--- src/shared/mtr_map.vh ---
// register map and field layout of the multiphase timing router
// assumes byte-wide registers reached over a byte-addressed register port
`ifndef MTR_MAP_VH
`define MTR_MAP_VH

// register offsets
`define MTR_GATE_DRIVE_ENABLE      8'h01
`define MTR_LOOP1_CLOCK_DIVIDER    8'h09
`define MTR_LOOP2_CLOCK_DIVIDER    8'h0a
`define MTR_LOOP1_PHASE_ENABLE     8'h0b
`define MTR_LOOP2_PHASE_ENABLE     8'h0c
`define MTR_LOOP1_OFFTIME_DELAY    8'h0d
`define MTR_LOOP2_OFFTIME_DELAY    8'h0e
`define MTR_PHASE_LOOP_ASSOCIATION 8'h0f
`define MTR_DRIVER_ROUTING_SELECT  8'h10
`define MTR_DRIVE_STATUS           8'h1f

// field positions inside the off-time/delay registers
`define MTR_STEP_DELAY_MSB 7
`define MTR_STEP_DELAY_LSB 3
`define MTR_OFF_TIME_MSB   2
`define MTR_OFF_TIME_LSB   0

// reset values
`define MTR_RST_BYTE   8'h00
`define MTR_RST_NIBBLE 4'h0
`endif

--- src/core/mtr_loop.v ---
// one regulation loop: oscillator divider and internal phase sequencer
// assumes settings are static while run is high (locked by the caller)
`timescale 1ns/1ps
module mtr_loop #(
    parameter DIV_W = 8,
    parameter NPH   = 4
) (
    // clock and reset
    input  wire             clk,
    input  wire             srst,
    // control
    input  wire             run,
    input  wire [DIV_W-1:0] divisor,
    input  wire [4:0]       step_delay,
    input  wire [2:0]       off_time,
    input  wire [NPH-1:0]   phase_en,
    // internal phases
    output wire [NPH-1:0]   phase_out
);
    reg  [DIV_W-1:0] div_cnt;
    reg  [4:0]       step_cnt;
    reg  [1:0]       cur;
    reg              go;
    reg  [2:0]       n_en;
    reg  [8:0]       period;
    wire [2:0]       off_len;
    wire [8:0]       on_len;
    wire             tick;
    wire             fire;
    wire [1:0]       fire_idx;
    integer          j;

    // next enabled phase above c, wrapping to the lowest
    function [1:0] next_en;
        input [1:0] c;
        input [3:0] e;
        integer   k;
        reg [2:0] t;
        reg [1:0] r;
        reg       f;
        begin
            r = c;
            f = 1'b0;
            for (k = 1; k <= 4; k = k + 1) begin
                t = {1'b0, c} + k[2:0];
                if (!f && e[t[1:0]]) begin
                    r = t[1:0];
                    f = 1'b1;
                end
            end
            next_en = r;
        end
    endfunction

    // divided clock as a one-cycle enable, divisor+1 oscillator cycles apart
    assign tick = run && (div_cnt == divisor); // RL5 RL6
    always @(posedge clk) begin
        if (srst || !run) begin
            div_cnt <= {DIV_W{1'b0}};
        end else if (tick) begin
            div_cnt <= {DIV_W{1'b0}};
        end else begin
            div_cnt <= div_cnt + 1'b1;
        end
    end

    // switching period = enabled phases times step delay, in divided periods
    always @* begin
        n_en = 3'h0;
        for (j = 0; j < NPH; j = j + 1) begin
            n_en = n_en + {2'b00, phase_en[j]};
        end
        period = n_en * ({1'b0, step_delay} + 6'h01); // RL12 RL16
    end

    assign off_len = (off_time == 3'h0) ? 3'h1 : off_time; // RL10
    assign on_len  = (period > {6'h00, off_len}) ? (period - {6'h00, off_len}) : 9'h000; // RL7

    // a phase starts on the first tick and after each step delay
    assign fire     = tick && (|phase_en) && (!go || step_cnt == step_delay); // RL8 RL9
    assign fire_idx = next_en(go ? cur : 2'h3, phase_en); // RL17

    always @(posedge clk) begin
        if (srst || !run) begin
            step_cnt <= 5'h00;
            cur      <= 2'h0;
            go       <= 1'b0;
        end else if (fire) begin
            step_cnt <= 5'h00;
            cur      <= fire_idx;
            go       <= 1'b1;
        end else if (tick && go) begin
            step_cnt <= step_cnt + 5'h01;
        end
    end

    // per phase: age in divided periods since its last start
    genvar i;
    generate
        for (i = 0; i < NPH; i = i + 1) begin : g_ph
            reg [7:0] age;
            reg       seen;
            always @(posedge clk) begin
                if (srst || !run) begin
                    age  <= 8'h00;
                    seen <= 1'b0;
                end else if (fire && fire_idx == i) begin
                    age  <= 8'h00;
                    seen <= 1'b1;
                end else if (tick && age != 8'hff) begin
                    age <= age + 8'h01;
                end
            end
            // on from its start until off_len periods before its next start
            assign phase_out[i] = seen && phase_en[i] && ({1'b0, age} < on_len); // RL7 RL12
        end
    endgenerate
endmodule

--- src/core/mtr_top.v ---
// multiphase timing router: register file, two loops, driver routing
// assumes a register port on clk driven by the serial front end, and a
// config_finished level from the mode logic on the same clock
`timescale 1ns/1ps
`include "mtr_map.vh"

// Functional notes
// RL1 - association bit 0 ties physical phase to loop 1, bit 1 to loop 2
// RL2 - software writes zero to upper four reserved bits of those registers
// RL3 - two-bit select per driver picks internal phase 1..4
// RL4 - physical phase switches only while its enable bit is 1
// RL5 - all phase timing comes from one common oscillator
// RL6 - each loop divides oscillator by eight-bit field plus one
// RL7 - divided clock times each phase's off interval
// RL8 - divided clock times delay between consecutive internal phases
// RL9 - phase delay is field plus one divided periods, 1 to 32
// RL10 - off time equals field in divided periods, zero gives one
// RL11 - loop 2 has its own delay and off-time register, same coding
// RL12 - phase restarts after loop steps through all its phases
// RL13 - software should set inter-phase delay near thirty-two periods
// RL14 - software must associate every used physical phase with a loop
// RL15 - configuration writes ignored once configuration is finished
// RL16 - per-loop enable registers set how many internal phases run
// RL17 - enabled internal phases fire ascending, wrapping to the lowest
// RL18 - disabled driver or not operating holds its output low
module mtr_top (
    // clock and reset
    input  wire       clk,
    input  wire       srst,
    // mode
    input  wire       config_finished,
    // register port
    input  wire [7:0] reg_addr,
    input  wire       reg_wr_en,
    input  wire [7:0] reg_wdata,
    input  wire       reg_rd_en,
    output reg  [7:0] reg_rdata,
    // gate drivers
    output reg  [3:0] gate_drive
);
    reg  [3:0] gate_drive_enable;
    reg  [7:0] loop1_clock_divider;
    reg  [7:0] loop2_clock_divider;
    reg  [3:0] loop1_phase_enable;
    reg  [3:0] loop2_phase_enable;
    reg  [7:0] loop1_offtime_delay;
    reg  [7:0] loop2_offtime_delay;
    reg  [3:0] phase_loop_association;
    reg  [7:0] driver_routing_select;
    reg  [7:0] next_rdata;
    reg  [3:0] next_gate;
    wire [3:0] loop1_phase;
    wire [3:0] loop2_phase;
    wire       wr_ok;
    wire [7:0] loop1_divisor;
    wire [7:0] loop2_divisor;
    wire [4:0] loop1_step_delay;
    wire [4:0] loop2_step_delay;
    wire [2:0] loop1_off_time;
    wire [2:0] loop2_off_time;
    wire       phase1_loop_assoc;
    wire       phase2_loop_assoc;
    wire       phase3_loop_assoc;
    wire       phase4_loop_assoc;
    wire [1:0] driver1_route_sel;
    wire [1:0] driver2_route_sel;
    wire [1:0] driver3_route_sel;
    wire [1:0] driver4_route_sel;
    wire       driver1_on;
    wire       driver2_on;
    wire       driver3_on;
    wire       driver4_on;

    // settings are locked while operating so running loops never see changes
    assign wr_ok = reg_wr_en && !config_finished; // RL15

    // loop timing fields; both loops share one coding so one layout serves both
    assign loop1_divisor    = loop1_clock_divider; // RL6
    assign loop2_divisor    = loop2_clock_divider; // RL6
    assign loop1_step_delay = loop1_offtime_delay[`MTR_STEP_DELAY_MSB:`MTR_STEP_DELAY_LSB]; // RL9
    assign loop2_step_delay = loop2_offtime_delay[`MTR_STEP_DELAY_MSB:`MTR_STEP_DELAY_LSB]; // RL11
    assign loop1_off_time   = loop1_offtime_delay[`MTR_OFF_TIME_MSB:`MTR_OFF_TIME_LSB]; // RL10
    assign loop2_off_time   = loop2_offtime_delay[`MTR_OFF_TIME_MSB:`MTR_OFF_TIME_LSB]; // RL11

    // per physical phase: owning loop, 0 selects loop 1
    assign phase1_loop_assoc = phase_loop_association[0]; // RL1
    assign phase2_loop_assoc = phase_loop_association[1]; // RL1
    assign phase3_loop_assoc = phase_loop_association[2]; // RL1
    assign phase4_loop_assoc = phase_loop_association[3]; // RL1

    // per driver: two-bit internal phase select, driver 1 in the low bits
    assign driver1_route_sel = driver_routing_select[1:0]; // RL3
    assign driver2_route_sel = driver_routing_select[3:2]; // RL3
    assign driver3_route_sel = driver_routing_select[5:4]; // RL3
    assign driver4_route_sel = driver_routing_select[7:6]; // RL3

    // per driver: enable bit; a cleared bit keeps that gate quiet
    assign driver1_on = gate_drive_enable[0]; // RL4
    assign driver2_on = gate_drive_enable[1]; // RL4
    assign driver3_on = gate_drive_enable[2]; // RL4
    assign driver4_on = gate_drive_enable[3]; // RL4

    // register writes; reserved upper nibbles are not stored
    always @(posedge clk) begin
        if (srst) begin
            gate_drive_enable      <= `MTR_RST_NIBBLE;
            loop1_clock_divider    <= `MTR_RST_BYTE;
            loop2_clock_divider    <= `MTR_RST_BYTE;
            loop1_phase_enable     <= `MTR_RST_NIBBLE;
            loop2_phase_enable     <= `MTR_RST_NIBBLE;
            loop1_offtime_delay    <= `MTR_RST_BYTE;
            loop2_offtime_delay    <= `MTR_RST_BYTE;
            phase_loop_association <= `MTR_RST_NIBBLE;
            driver_routing_select  <= `MTR_RST_BYTE;
        end else if (wr_ok) begin
            case (reg_addr)
                `MTR_GATE_DRIVE_ENABLE:      gate_drive_enable      <= reg_wdata[3:0];
                `MTR_LOOP1_CLOCK_DIVIDER:    loop1_clock_divider    <= reg_wdata;
                `MTR_LOOP2_CLOCK_DIVIDER:    loop2_clock_divider    <= reg_wdata;
                `MTR_LOOP1_PHASE_ENABLE:     loop1_phase_enable     <= reg_wdata[3:0];
                `MTR_LOOP2_PHASE_ENABLE:     loop2_phase_enable     <= reg_wdata[3:0];
                `MTR_LOOP1_OFFTIME_DELAY:    loop1_offtime_delay    <= reg_wdata;
                `MTR_LOOP2_OFFTIME_DELAY:    loop2_offtime_delay    <= reg_wdata; // RL11
                `MTR_PHASE_LOOP_ASSOCIATION: phase_loop_association <= reg_wdata[3:0];
                `MTR_DRIVER_ROUTING_SELECT:  driver_routing_select  <= reg_wdata;
                default: ;
            endcase
        end
    end

    // read mux; unmapped offsets and reserved bits read zero
    always @* begin
        case (reg_addr)
            `MTR_GATE_DRIVE_ENABLE:      next_rdata = {4'h0, gate_drive_enable};
            `MTR_LOOP1_CLOCK_DIVIDER:    next_rdata = loop1_clock_divider;
            `MTR_LOOP2_CLOCK_DIVIDER:    next_rdata = loop2_clock_divider;
            `MTR_LOOP1_PHASE_ENABLE:     next_rdata = {4'h0, loop1_phase_enable};
            `MTR_LOOP2_PHASE_ENABLE:     next_rdata = {4'h0, loop2_phase_enable};
            `MTR_LOOP1_OFFTIME_DELAY:    next_rdata = loop1_offtime_delay;
            `MTR_LOOP2_OFFTIME_DELAY:    next_rdata = loop2_offtime_delay;
            `MTR_PHASE_LOOP_ASSOCIATION: next_rdata = {4'h0, phase_loop_association};
            `MTR_DRIVER_ROUTING_SELECT:  next_rdata = driver_routing_select;
            `MTR_DRIVE_STATUS:           next_rdata = {4'h0, gate_drive};
            default:                     next_rdata = 8'h00;
        endcase
    end

    // read data is captured on the strobe and held until the next read
    always @(posedge clk) begin
        if (srst) begin
            reg_rdata <= 8'h00;
        end else if (reg_rd_en) begin
            reg_rdata <= next_rdata;
        end
    end

    // both loops share clk as their only time base, so the spacing between
    // loops cannot drift; each loop divides it down to its own tick and is
    // held cleared while configuration is open
    mtr_loop #(
        .DIV_W (8),
        .NPH   (4)
    ) u_loop1 (
        .clk        (clk),
        .srst       (srst),
        .run        (config_finished),
        .divisor    (loop1_divisor),
        .step_delay (loop1_step_delay),
        .off_time   (loop1_off_time),
        .phase_en   (loop1_phase_enable),
        .phase_out  (loop1_phase)
    ); // RL5 RL16

    mtr_loop #(
        .DIV_W (8),
        .NPH   (4)
    ) u_loop2 (
        .clk        (clk),
        .srst       (srst),
        .run        (config_finished),
        .divisor    (loop2_divisor),
        .step_delay (loop2_step_delay),
        .off_time   (loop2_off_time),
        .phase_en   (loop2_phase_enable),
        .phase_out  (loop2_phase)
    ); // RL11 RL16

    // per driver: pick the loop, then the internal phase, then gate it;
    // a driver routed to a disabled internal phase follows that idle phase
    always @* begin
        next_gate = 4'h0;
        if (phase1_loop_assoc) begin // RL1
            next_gate[0] = loop2_phase[driver1_route_sel]; // RL3
        end else begin
            next_gate[0] = loop1_phase[driver1_route_sel]; // RL3
        end
        if (phase2_loop_assoc) begin // RL1
            next_gate[1] = loop2_phase[driver2_route_sel]; // RL3
        end else begin
            next_gate[1] = loop1_phase[driver2_route_sel]; // RL3
        end
        if (phase3_loop_assoc) begin // RL1
            next_gate[2] = loop2_phase[driver3_route_sel]; // RL3
        end else begin
            next_gate[2] = loop1_phase[driver3_route_sel]; // RL3
        end
        if (phase4_loop_assoc) begin // RL1
            next_gate[3] = loop2_phase[driver4_route_sel]; // RL3
        end else begin
            next_gate[3] = loop1_phase[driver4_route_sel]; // RL3
        end
        // enable and operation mode are applied last, so nothing leaks while idle
        next_gate = next_gate & {driver4_on, driver3_on, driver2_on, driver1_on}; // RL4
        next_gate = next_gate & {4{config_finished}}; // RL18
    end

    // registered so routing glitches never reach a gate driver
    always @(posedge clk) begin
        if (srst) begin
            gate_drive <= 4'h0;
        end else begin
            gate_drive <= next_gate;
        end
    end
endmodule

--- config.mk ---
export PLATFORM = sky130hd
export DESIGN_NAME = mtr_top
export DESIGN_NICKNAME = d
export VERILOG_FILES = /design/src/core/mtr_loop.v /design/src/core/mtr_top.v
export VERILOG_INCLUDE_DIRS = /design/src /design/src/shared
export SDC_FILE = /design/constraint.sdc
export NUM_CORES = 1
export LEC_CHECK = 0
export BUFFER_PORTS_ARGS = -buffer_cell sky130_fd_sc_hd__buf_4
export CAP_MARGIN = 0
export CORE_AREA = 5 5 222 224
export CTS_CLUSTER_SIZE = 10
export DETAILED_ROUTE_END_ITERATION = 8
export DIE_AREA = 0 0 227 229
export HOLD_SLACK_MARGIN = 0.05
export PLACE_DENSITY = 0.36
export RECOVER_POWER = 50
export SYNTH_ARGS = -nofsm -noshare
export SYNTH_HDL_FRONTEND = slang
export SYNTH_SLANG_ARGS = --single-unit
--- constraint.sdc ---
create_clock -name clk -period 15.95 [get_ports clk]
set_clock_uncertainty 0.05 [all_clocks]
set_input_delay 0.7975 -clock clk [delete_from_list [all_inputs] [get_ports clk]]
set_output_delay 0.7975 -clock clk [all_outputs]
set_load 0.005 [all_outputs]
# Word-level counts from Yosys, hierarchy flattened
# Cells that the tools add are included.
# op_classes
muxes	57
shift	0
n_div	0
n_lt_le_gt_ge	22
n_mul	2
reduce_logical	86
eq_ne	28
bitwise	2
n_addsub	30
# op_table
op	count
$add A8 B1 Y8 const B	10
$pmux W8 S10	1
$lt A8 B9 Y1	8
$ne A8 B8 Y1 const B	8
$eq A8 B4 Y1 const B	7
$logic_and A1 B1 Y1	47
$lt A2 B3 Y1 const B	12
$bmux W1 S2	16
$mux W1	26
$reduce_or A2 Y1	12
$mux W2	10
$gt A9 B3 Y1	2
$mul A3 B9 Y9	2
$mux W9	2
$reduce_and A2 Y1	9
$sub A9 B3 Y9	2
$eq A8 B5 Y1 const B	2
$eq A8 B8 Y1	2
$add A3 B1 Y3	4
$add A5 B1 Y6 const B	2
$add A5 B1 Y5 const B	2
$eq A5 B5 Y1	2
$logic_not A1 Y1	9
$add A2 B1 Y2 const B	4
11 further kinds	26
# word_totals
mem_bits_ro	0
ramBits	0
out_inout_bits	12
wordCells	262
ff_bits	172
input_bits	21
mem_count	0
latchBits	0

# Longest topological paths before layout
# logic_depth
ltp_word	17
mapped_depth	27

# By module
# From an unflattened synthesis, not the netlist that was laid out.
# hier_totals
hier_cells	1350
area_unflattened_um2	11935.2
# modules_own_cells
module	instances	seq_area_each_um2	area_per_inst_um2	cells_per_inst
mtr_loop at u_loop2	1	1041.0	4377.9	521
mtr_loop at u_loop1	1	1041.0	4212.8	505
mtr_top	1	1361.3	3344.5	324

# Least setup slack after synthesis
# Ideal clock, no wire load.
# synth_timing
path_kind	reg2reg
startpoint	reg loop1_phase_enable[0]
endpoint	reg gate_drive[0]
stages_incl_launch_ff	28
arrival_time_ns	5.491
path_slack_ns	10.278
setup_time_ns	0.131
path_cell_list	dfxtp_1 inv_1 ha_1 inv_1 fa_1 inv_1 ha_1 and2_1 fa_1 ha_1 inv_1 fa_1 nand2b_1 a21oi_1 xor2_1 nor4_2 nand2_1 nand3_1 ha_1 a21oi_1 o21ai_0 o2111a_1 o31a_1 a311oi_1 a311o_1 or3_1 o31ai_1 o211ai_1
# synth_between
elab_chain_len	13
elab_cells_between_ends	21
# synth_lines
element	line_no	source
start: declaration	mtr_top.v:44	reg [3:0] loop1_phase_enable;
start signal: assignment	mtr_top.v:109	loop1_phase_enable <= `MTR_RST_NIBBLE;
start signal: assignment	mtr_top.v:120	`MTR_LOOP1_PHASE_ENABLE: loop1_phase_enable <= reg_wdata[3:0];
$add A1 B1 Y2	mtr_loop.v:71	n_en = n_en + {2'b00, phase_en[j]};
$add A3 B1 Y3 (2 in a row)	mtr_loop.v:71	
$mul A3 B9 Y9	mtr_loop.v:73	period = n_en * ({1'b0, step_delay} + 6'h01);
$sub A9 B3 Y9 or $gt A9 B3 Y1 (tied branches)	mtr_loop.v:77	assign on_len = (period > {6'h00, off_len}) ? (period - {6'h00, off_len}) : 9'h000;
$mux W9	mtr_loop.v:77	
$lt A8 B9 Y1	mtr_loop.v:115	assign phase_out[i] = seen && phase_en[i] && ({1'b0, age} < on_len);
$logic_and A1 B1 Y1	mtr_loop.v:115	
$bmux W1 S2 *	mtr_top.v:195	next_gate[0] = loop1_phase[driver1_route_sel];
$mux W1 (implied by the code) *	mtr_top.v:195	
$mux W1 *	mtr_top.v:192	if (phase1_loop_assoc) begin
$and A4 B4 Y4 *	mtr_top.v:213	next_gate = next_gate & {driver4_on, driver3_on, driver2_on, driver1_on};
$and A4 B4 Y4 *	mtr_top.v:214	next_gate = next_gate & {4{config_finished}};
end signal: assignment	mtr_top.v:222	gate_drive <= next_gate;
end: declaration	mtr_top.v:39	output reg [3:0] gate_drive
# Every way passes the cells marked *; elsewhere a longest branch is shown, timed or not. The select of a mux whose other input is x is not followed.
# A chain may end at the register's enable or synchronous reset.

# Worst setup path in the final report
# Ends and elaborated chain as after synthesis.

==> run_results.csv <==
group,metric,value,unit
status,status,"complete, but fails checks",
status,violations,"capacitance limit, slew limit",
logic_synthesis,ys_seq_area_share,29.7,%
grt,grtUsageTotal,13.6,%
finish,fill_cells,5055,
flow_run,maxCapViolCount,2,
finish,area_delta_synth_final,12.7,%
finish,nets,1553,
clock_network,cts_tree,"built",
route,wire_per_inst,17.3,µm
finish,multiInputGateArea,0.00774,mm²
route,finalWirelength,35300,µm
route,wl_met3,1200,µm
sta,fin_crit_sh,40.9,%
route,firstDrtPassIters,6,
clock_network,clkSinkCount,172,
floorplan,die_w,227,µm
grt,grt_pass1_vias,9621,
route,drc_errors,0,
route,routed.top_layer,"met4",
finish,fin_cells,2047,
route,postRouteAntennaNets,0,
placement,dpl_worst_slack,9450,ps
route,via_count,9920,
floorplan,start_util,24.6,%
clock_network,postCtsHoldBufs,0,
sta,finalHoldViolCount,0,
sta,min_period,6530,ps
placement,gp_congestion,0.803,
sta,maxSlewViolCount,96,
critical_path,worstPathArrival,6860,ps
critical_path,cp_slowest_cell,"nor4_2",
finish,layout_common_cells,"nor2_1, dfxtp_1, nand2_1",
critical_path,cp_max_fo,8,
route,vias_per_cell,4.85,
critical_path,slowest_delay,550,ps
sta,max_slew_margin,-115,%
floorplan,core,0.0471,mm²
logic_synthesis,synth-warning-count,0,
floorplan,io_pins,33,
critical_path,setup.worst_path.start_class,"flop",
sta,fin_ws,9420,ps
finish,regArea,0.00344,mm²
floorplan,die_h,229,µm
grt,grt_pass1_wl,56000,µm
logic_synthesis,ys.flop_type,"dfxtp_1",
critical_path,worst-setup-path-type,"reg2reg",
grt,grt_max_degree,67,
clock_network,root_buffer,"clkbuf_16",
floorplan,design.die.area,0.0520,mm²
critical_path,crit_path_end_kind,"flop",
logic_synthesis,syn_inst,1409,
sta,worst_pin_slew,3230,ps
grt,overflow,0,
critical_path,worstPathRequired,16280,ps
clock_network,post_cts_buffers,0,
power_and_ir_drop,power_density,70.9,mW/mm²
logic_synthesis,synth_cell_type_count,82,
placement,dp_cells,2016,
logic_synthesis,synth.avg_cell_area,8.22,µm²
logic_synthesis,synth_edf_count,0,
placement,portBuffers,32,
logic_synthesis,ys_ff_latch,172,
placement,dp_hpwl,27000,µm
sta,tns,0,ps
power_and_ir_drop,p_leak,5.03,nW
logic_synthesis,synthArstFlopShare,0,%
logic_synthesis,syn_nets,1542,
clock_network,cts_buffers,17,
route,drt_iter0_markers,545,
clock_network,clk_latency,470,ps
sta,timing.fmax,153,MHz
finish,diodes,0,
sta,setup_viol,0,
clock_network,clockBufferDepth,2,
finish,layout-drive-gt1-share,7.89,%
clock_network,cts_resized,0,
route,met2WireLength,16100,µm
power_and_ir_drop,peakVddDrop,0.0681,mV
finish,final_common_cell,"nor2_1",
logic_synthesis,syn_area,0.0116,mm²
clock_network,cts_max_level,4,
finish,utilization,27.7,%
power_and_ir_drop,p_total,0.000926,W
sta,rsz0062_at_grt,"no",
route,met1_length,17700,µm
worst_hold_path,hold_class,"reg2reg",
clock_network,clk_pin_slew,70,ps
grt,antenna_found_initial,0,
floorplan,num_rows,80,
[routing by layer]
metal  track usage, %  vias up
met5                0        -
met4             2.73        0
met3             2.77       21
met2             21.1      147
met1             19.7     4745
li1                 -     5007
[cell families after synthesis]
kind of cell	share of synthesized area (%)
AOI/OAI and AO/OA	15.4
adders and majority gates	13.0
DFF	29.7
muxes	4.59
buffers and inverters	3.52
xor gates and xnor gates	9.36
and+or+nand+nor	24.4
[final cells by class]
type | count | share of cell area (%)
Tap cell | 615 | 5.89
Timing Repair Buffer | 38 | 2.10
Clock buffer | 20 | 3.58
Multi-Input combinational cell | 1130 | 59.3
Sequential cell | 172 | 26.4
Clock inverter | 11 | 1.04
Inverter | 61 | 1.75
[synth_stat cells, drive strengths merged (3+ instances only)]
library cell / count / share of area, %
a211oi: 18 / 1.2
a222oi: 5 / 0.43
nor2: 186 / 6.1
o2111ai: 3 / 0.23
o21bai: 3 / 0.19
o31ai: 12 / 1.0
mux4: 4 / 0.78
mux2: 7 / 0.68
inv: 61 / 2.0
a221oi: 5 / 0.49
o21ai: 29 / 1.4
and3: 19 / 1.1
nand2b: 22 / 1.2
o211ai: 9 / 0.63
nor3: 27 / 1.3
a21o: 22 / 1.4
a211o: 3 / 0.23
o21a: 5 / 0.32
nand2: 154 / 5.0
fa: 14 / 2.4
xor2: 69 / 5.3
or2: 7 / 0.38
a2111oi: 6 / 0.62
a21oi: 81 / 3.5
a31oi: 14 / 0.86
a22oi: 4 / 0.26
dfxtp: 172 / 30
and4: 5 / 0.38
nand4: 34 / 1.8
buf: 8 / 0.31
nor4: 7 / 0.56
and2: 13 / 0.70
xnor2: 53 / 4.1
a311oi: 6 / 0.45
or3: 9 / 0.49
clkbuf: 38 / 1.2
o22ai: 5 / 0.27
mux2i: 35 / 3.1
nand3: 91 / 3.9
nor2b: 22 / 1.2
ha: 98 / 11
[metrics by stage]
step	area, µm²	hold WS (ps)
final	13100	400
after global routing	13100	406
after CTS	13100	400
after detailed placement	12500	390
after global placement	12500	399
after floorplan	11600	376
[sequential cells by signal, summed over array words and instances, names as in the netlist, 5 cells and up]
| name | count |
|---|---|
| u_loop2.g_ph.age | 32 |
| driver_routing_select | 8 |
| u_loop2.step_cnt | 5 |
| loop2_clock_divider | 8 |
| loop1_offtime_delay | 8 |
| u_loop1.step_cnt | 5 |
| loop1_clock_divider | 8 |
| u_loop1.div_cnt | 8 |
| loop2_offtime_delay | 8 |
| u_loop1.g_ph.age | 32 |
| reg_rdata | 8 |
| u_loop2.div_cnt | 8 |
[path summary, 6_finish.rpt]
kind | from | end | slack (ps) | depth (start not counted)
min reg2reg | u_loop1.g_ph[0].seen | u_loop1.g_ph[0].seen | 400 | 2
min | u_loop1.g_ph[0].seen | u_loop1.g_ph[0].seen | 400 | 2
max | loop1_phase_enable[0] | gate_drive[0] | 9420 | 26
max reg2reg | loop1_phase_enable[0] | gate_drive[0] | 9420 | 26
[power by group]
| group | internal, W | switching [W] | total (W) | leakage, nW |
|---|---|---|---|---|
| logic | 0.0000154 | 0.0000321 | 0.0000475 | 3.35 |
| registers | 0.000432 | 0.00000348 | 0.000435 | 1.39 |
| clock network | 0.000245 | 0.000198 | 0.000443 | 0.291 |
[critical path, delay by kind of cell, from the launching register on]
family | cells | cell delay, ps
buffers and inverters | 4 | 260
xor gates and xnor gates | 1 | 170
and+or+nand+nor | 5 | 1410
AOI/OAI and AO/OA | 9 | 1810
adders and majority gates | 7 | 2250
DFF | 1 | 480
Power figures use the tool's default switching activity.
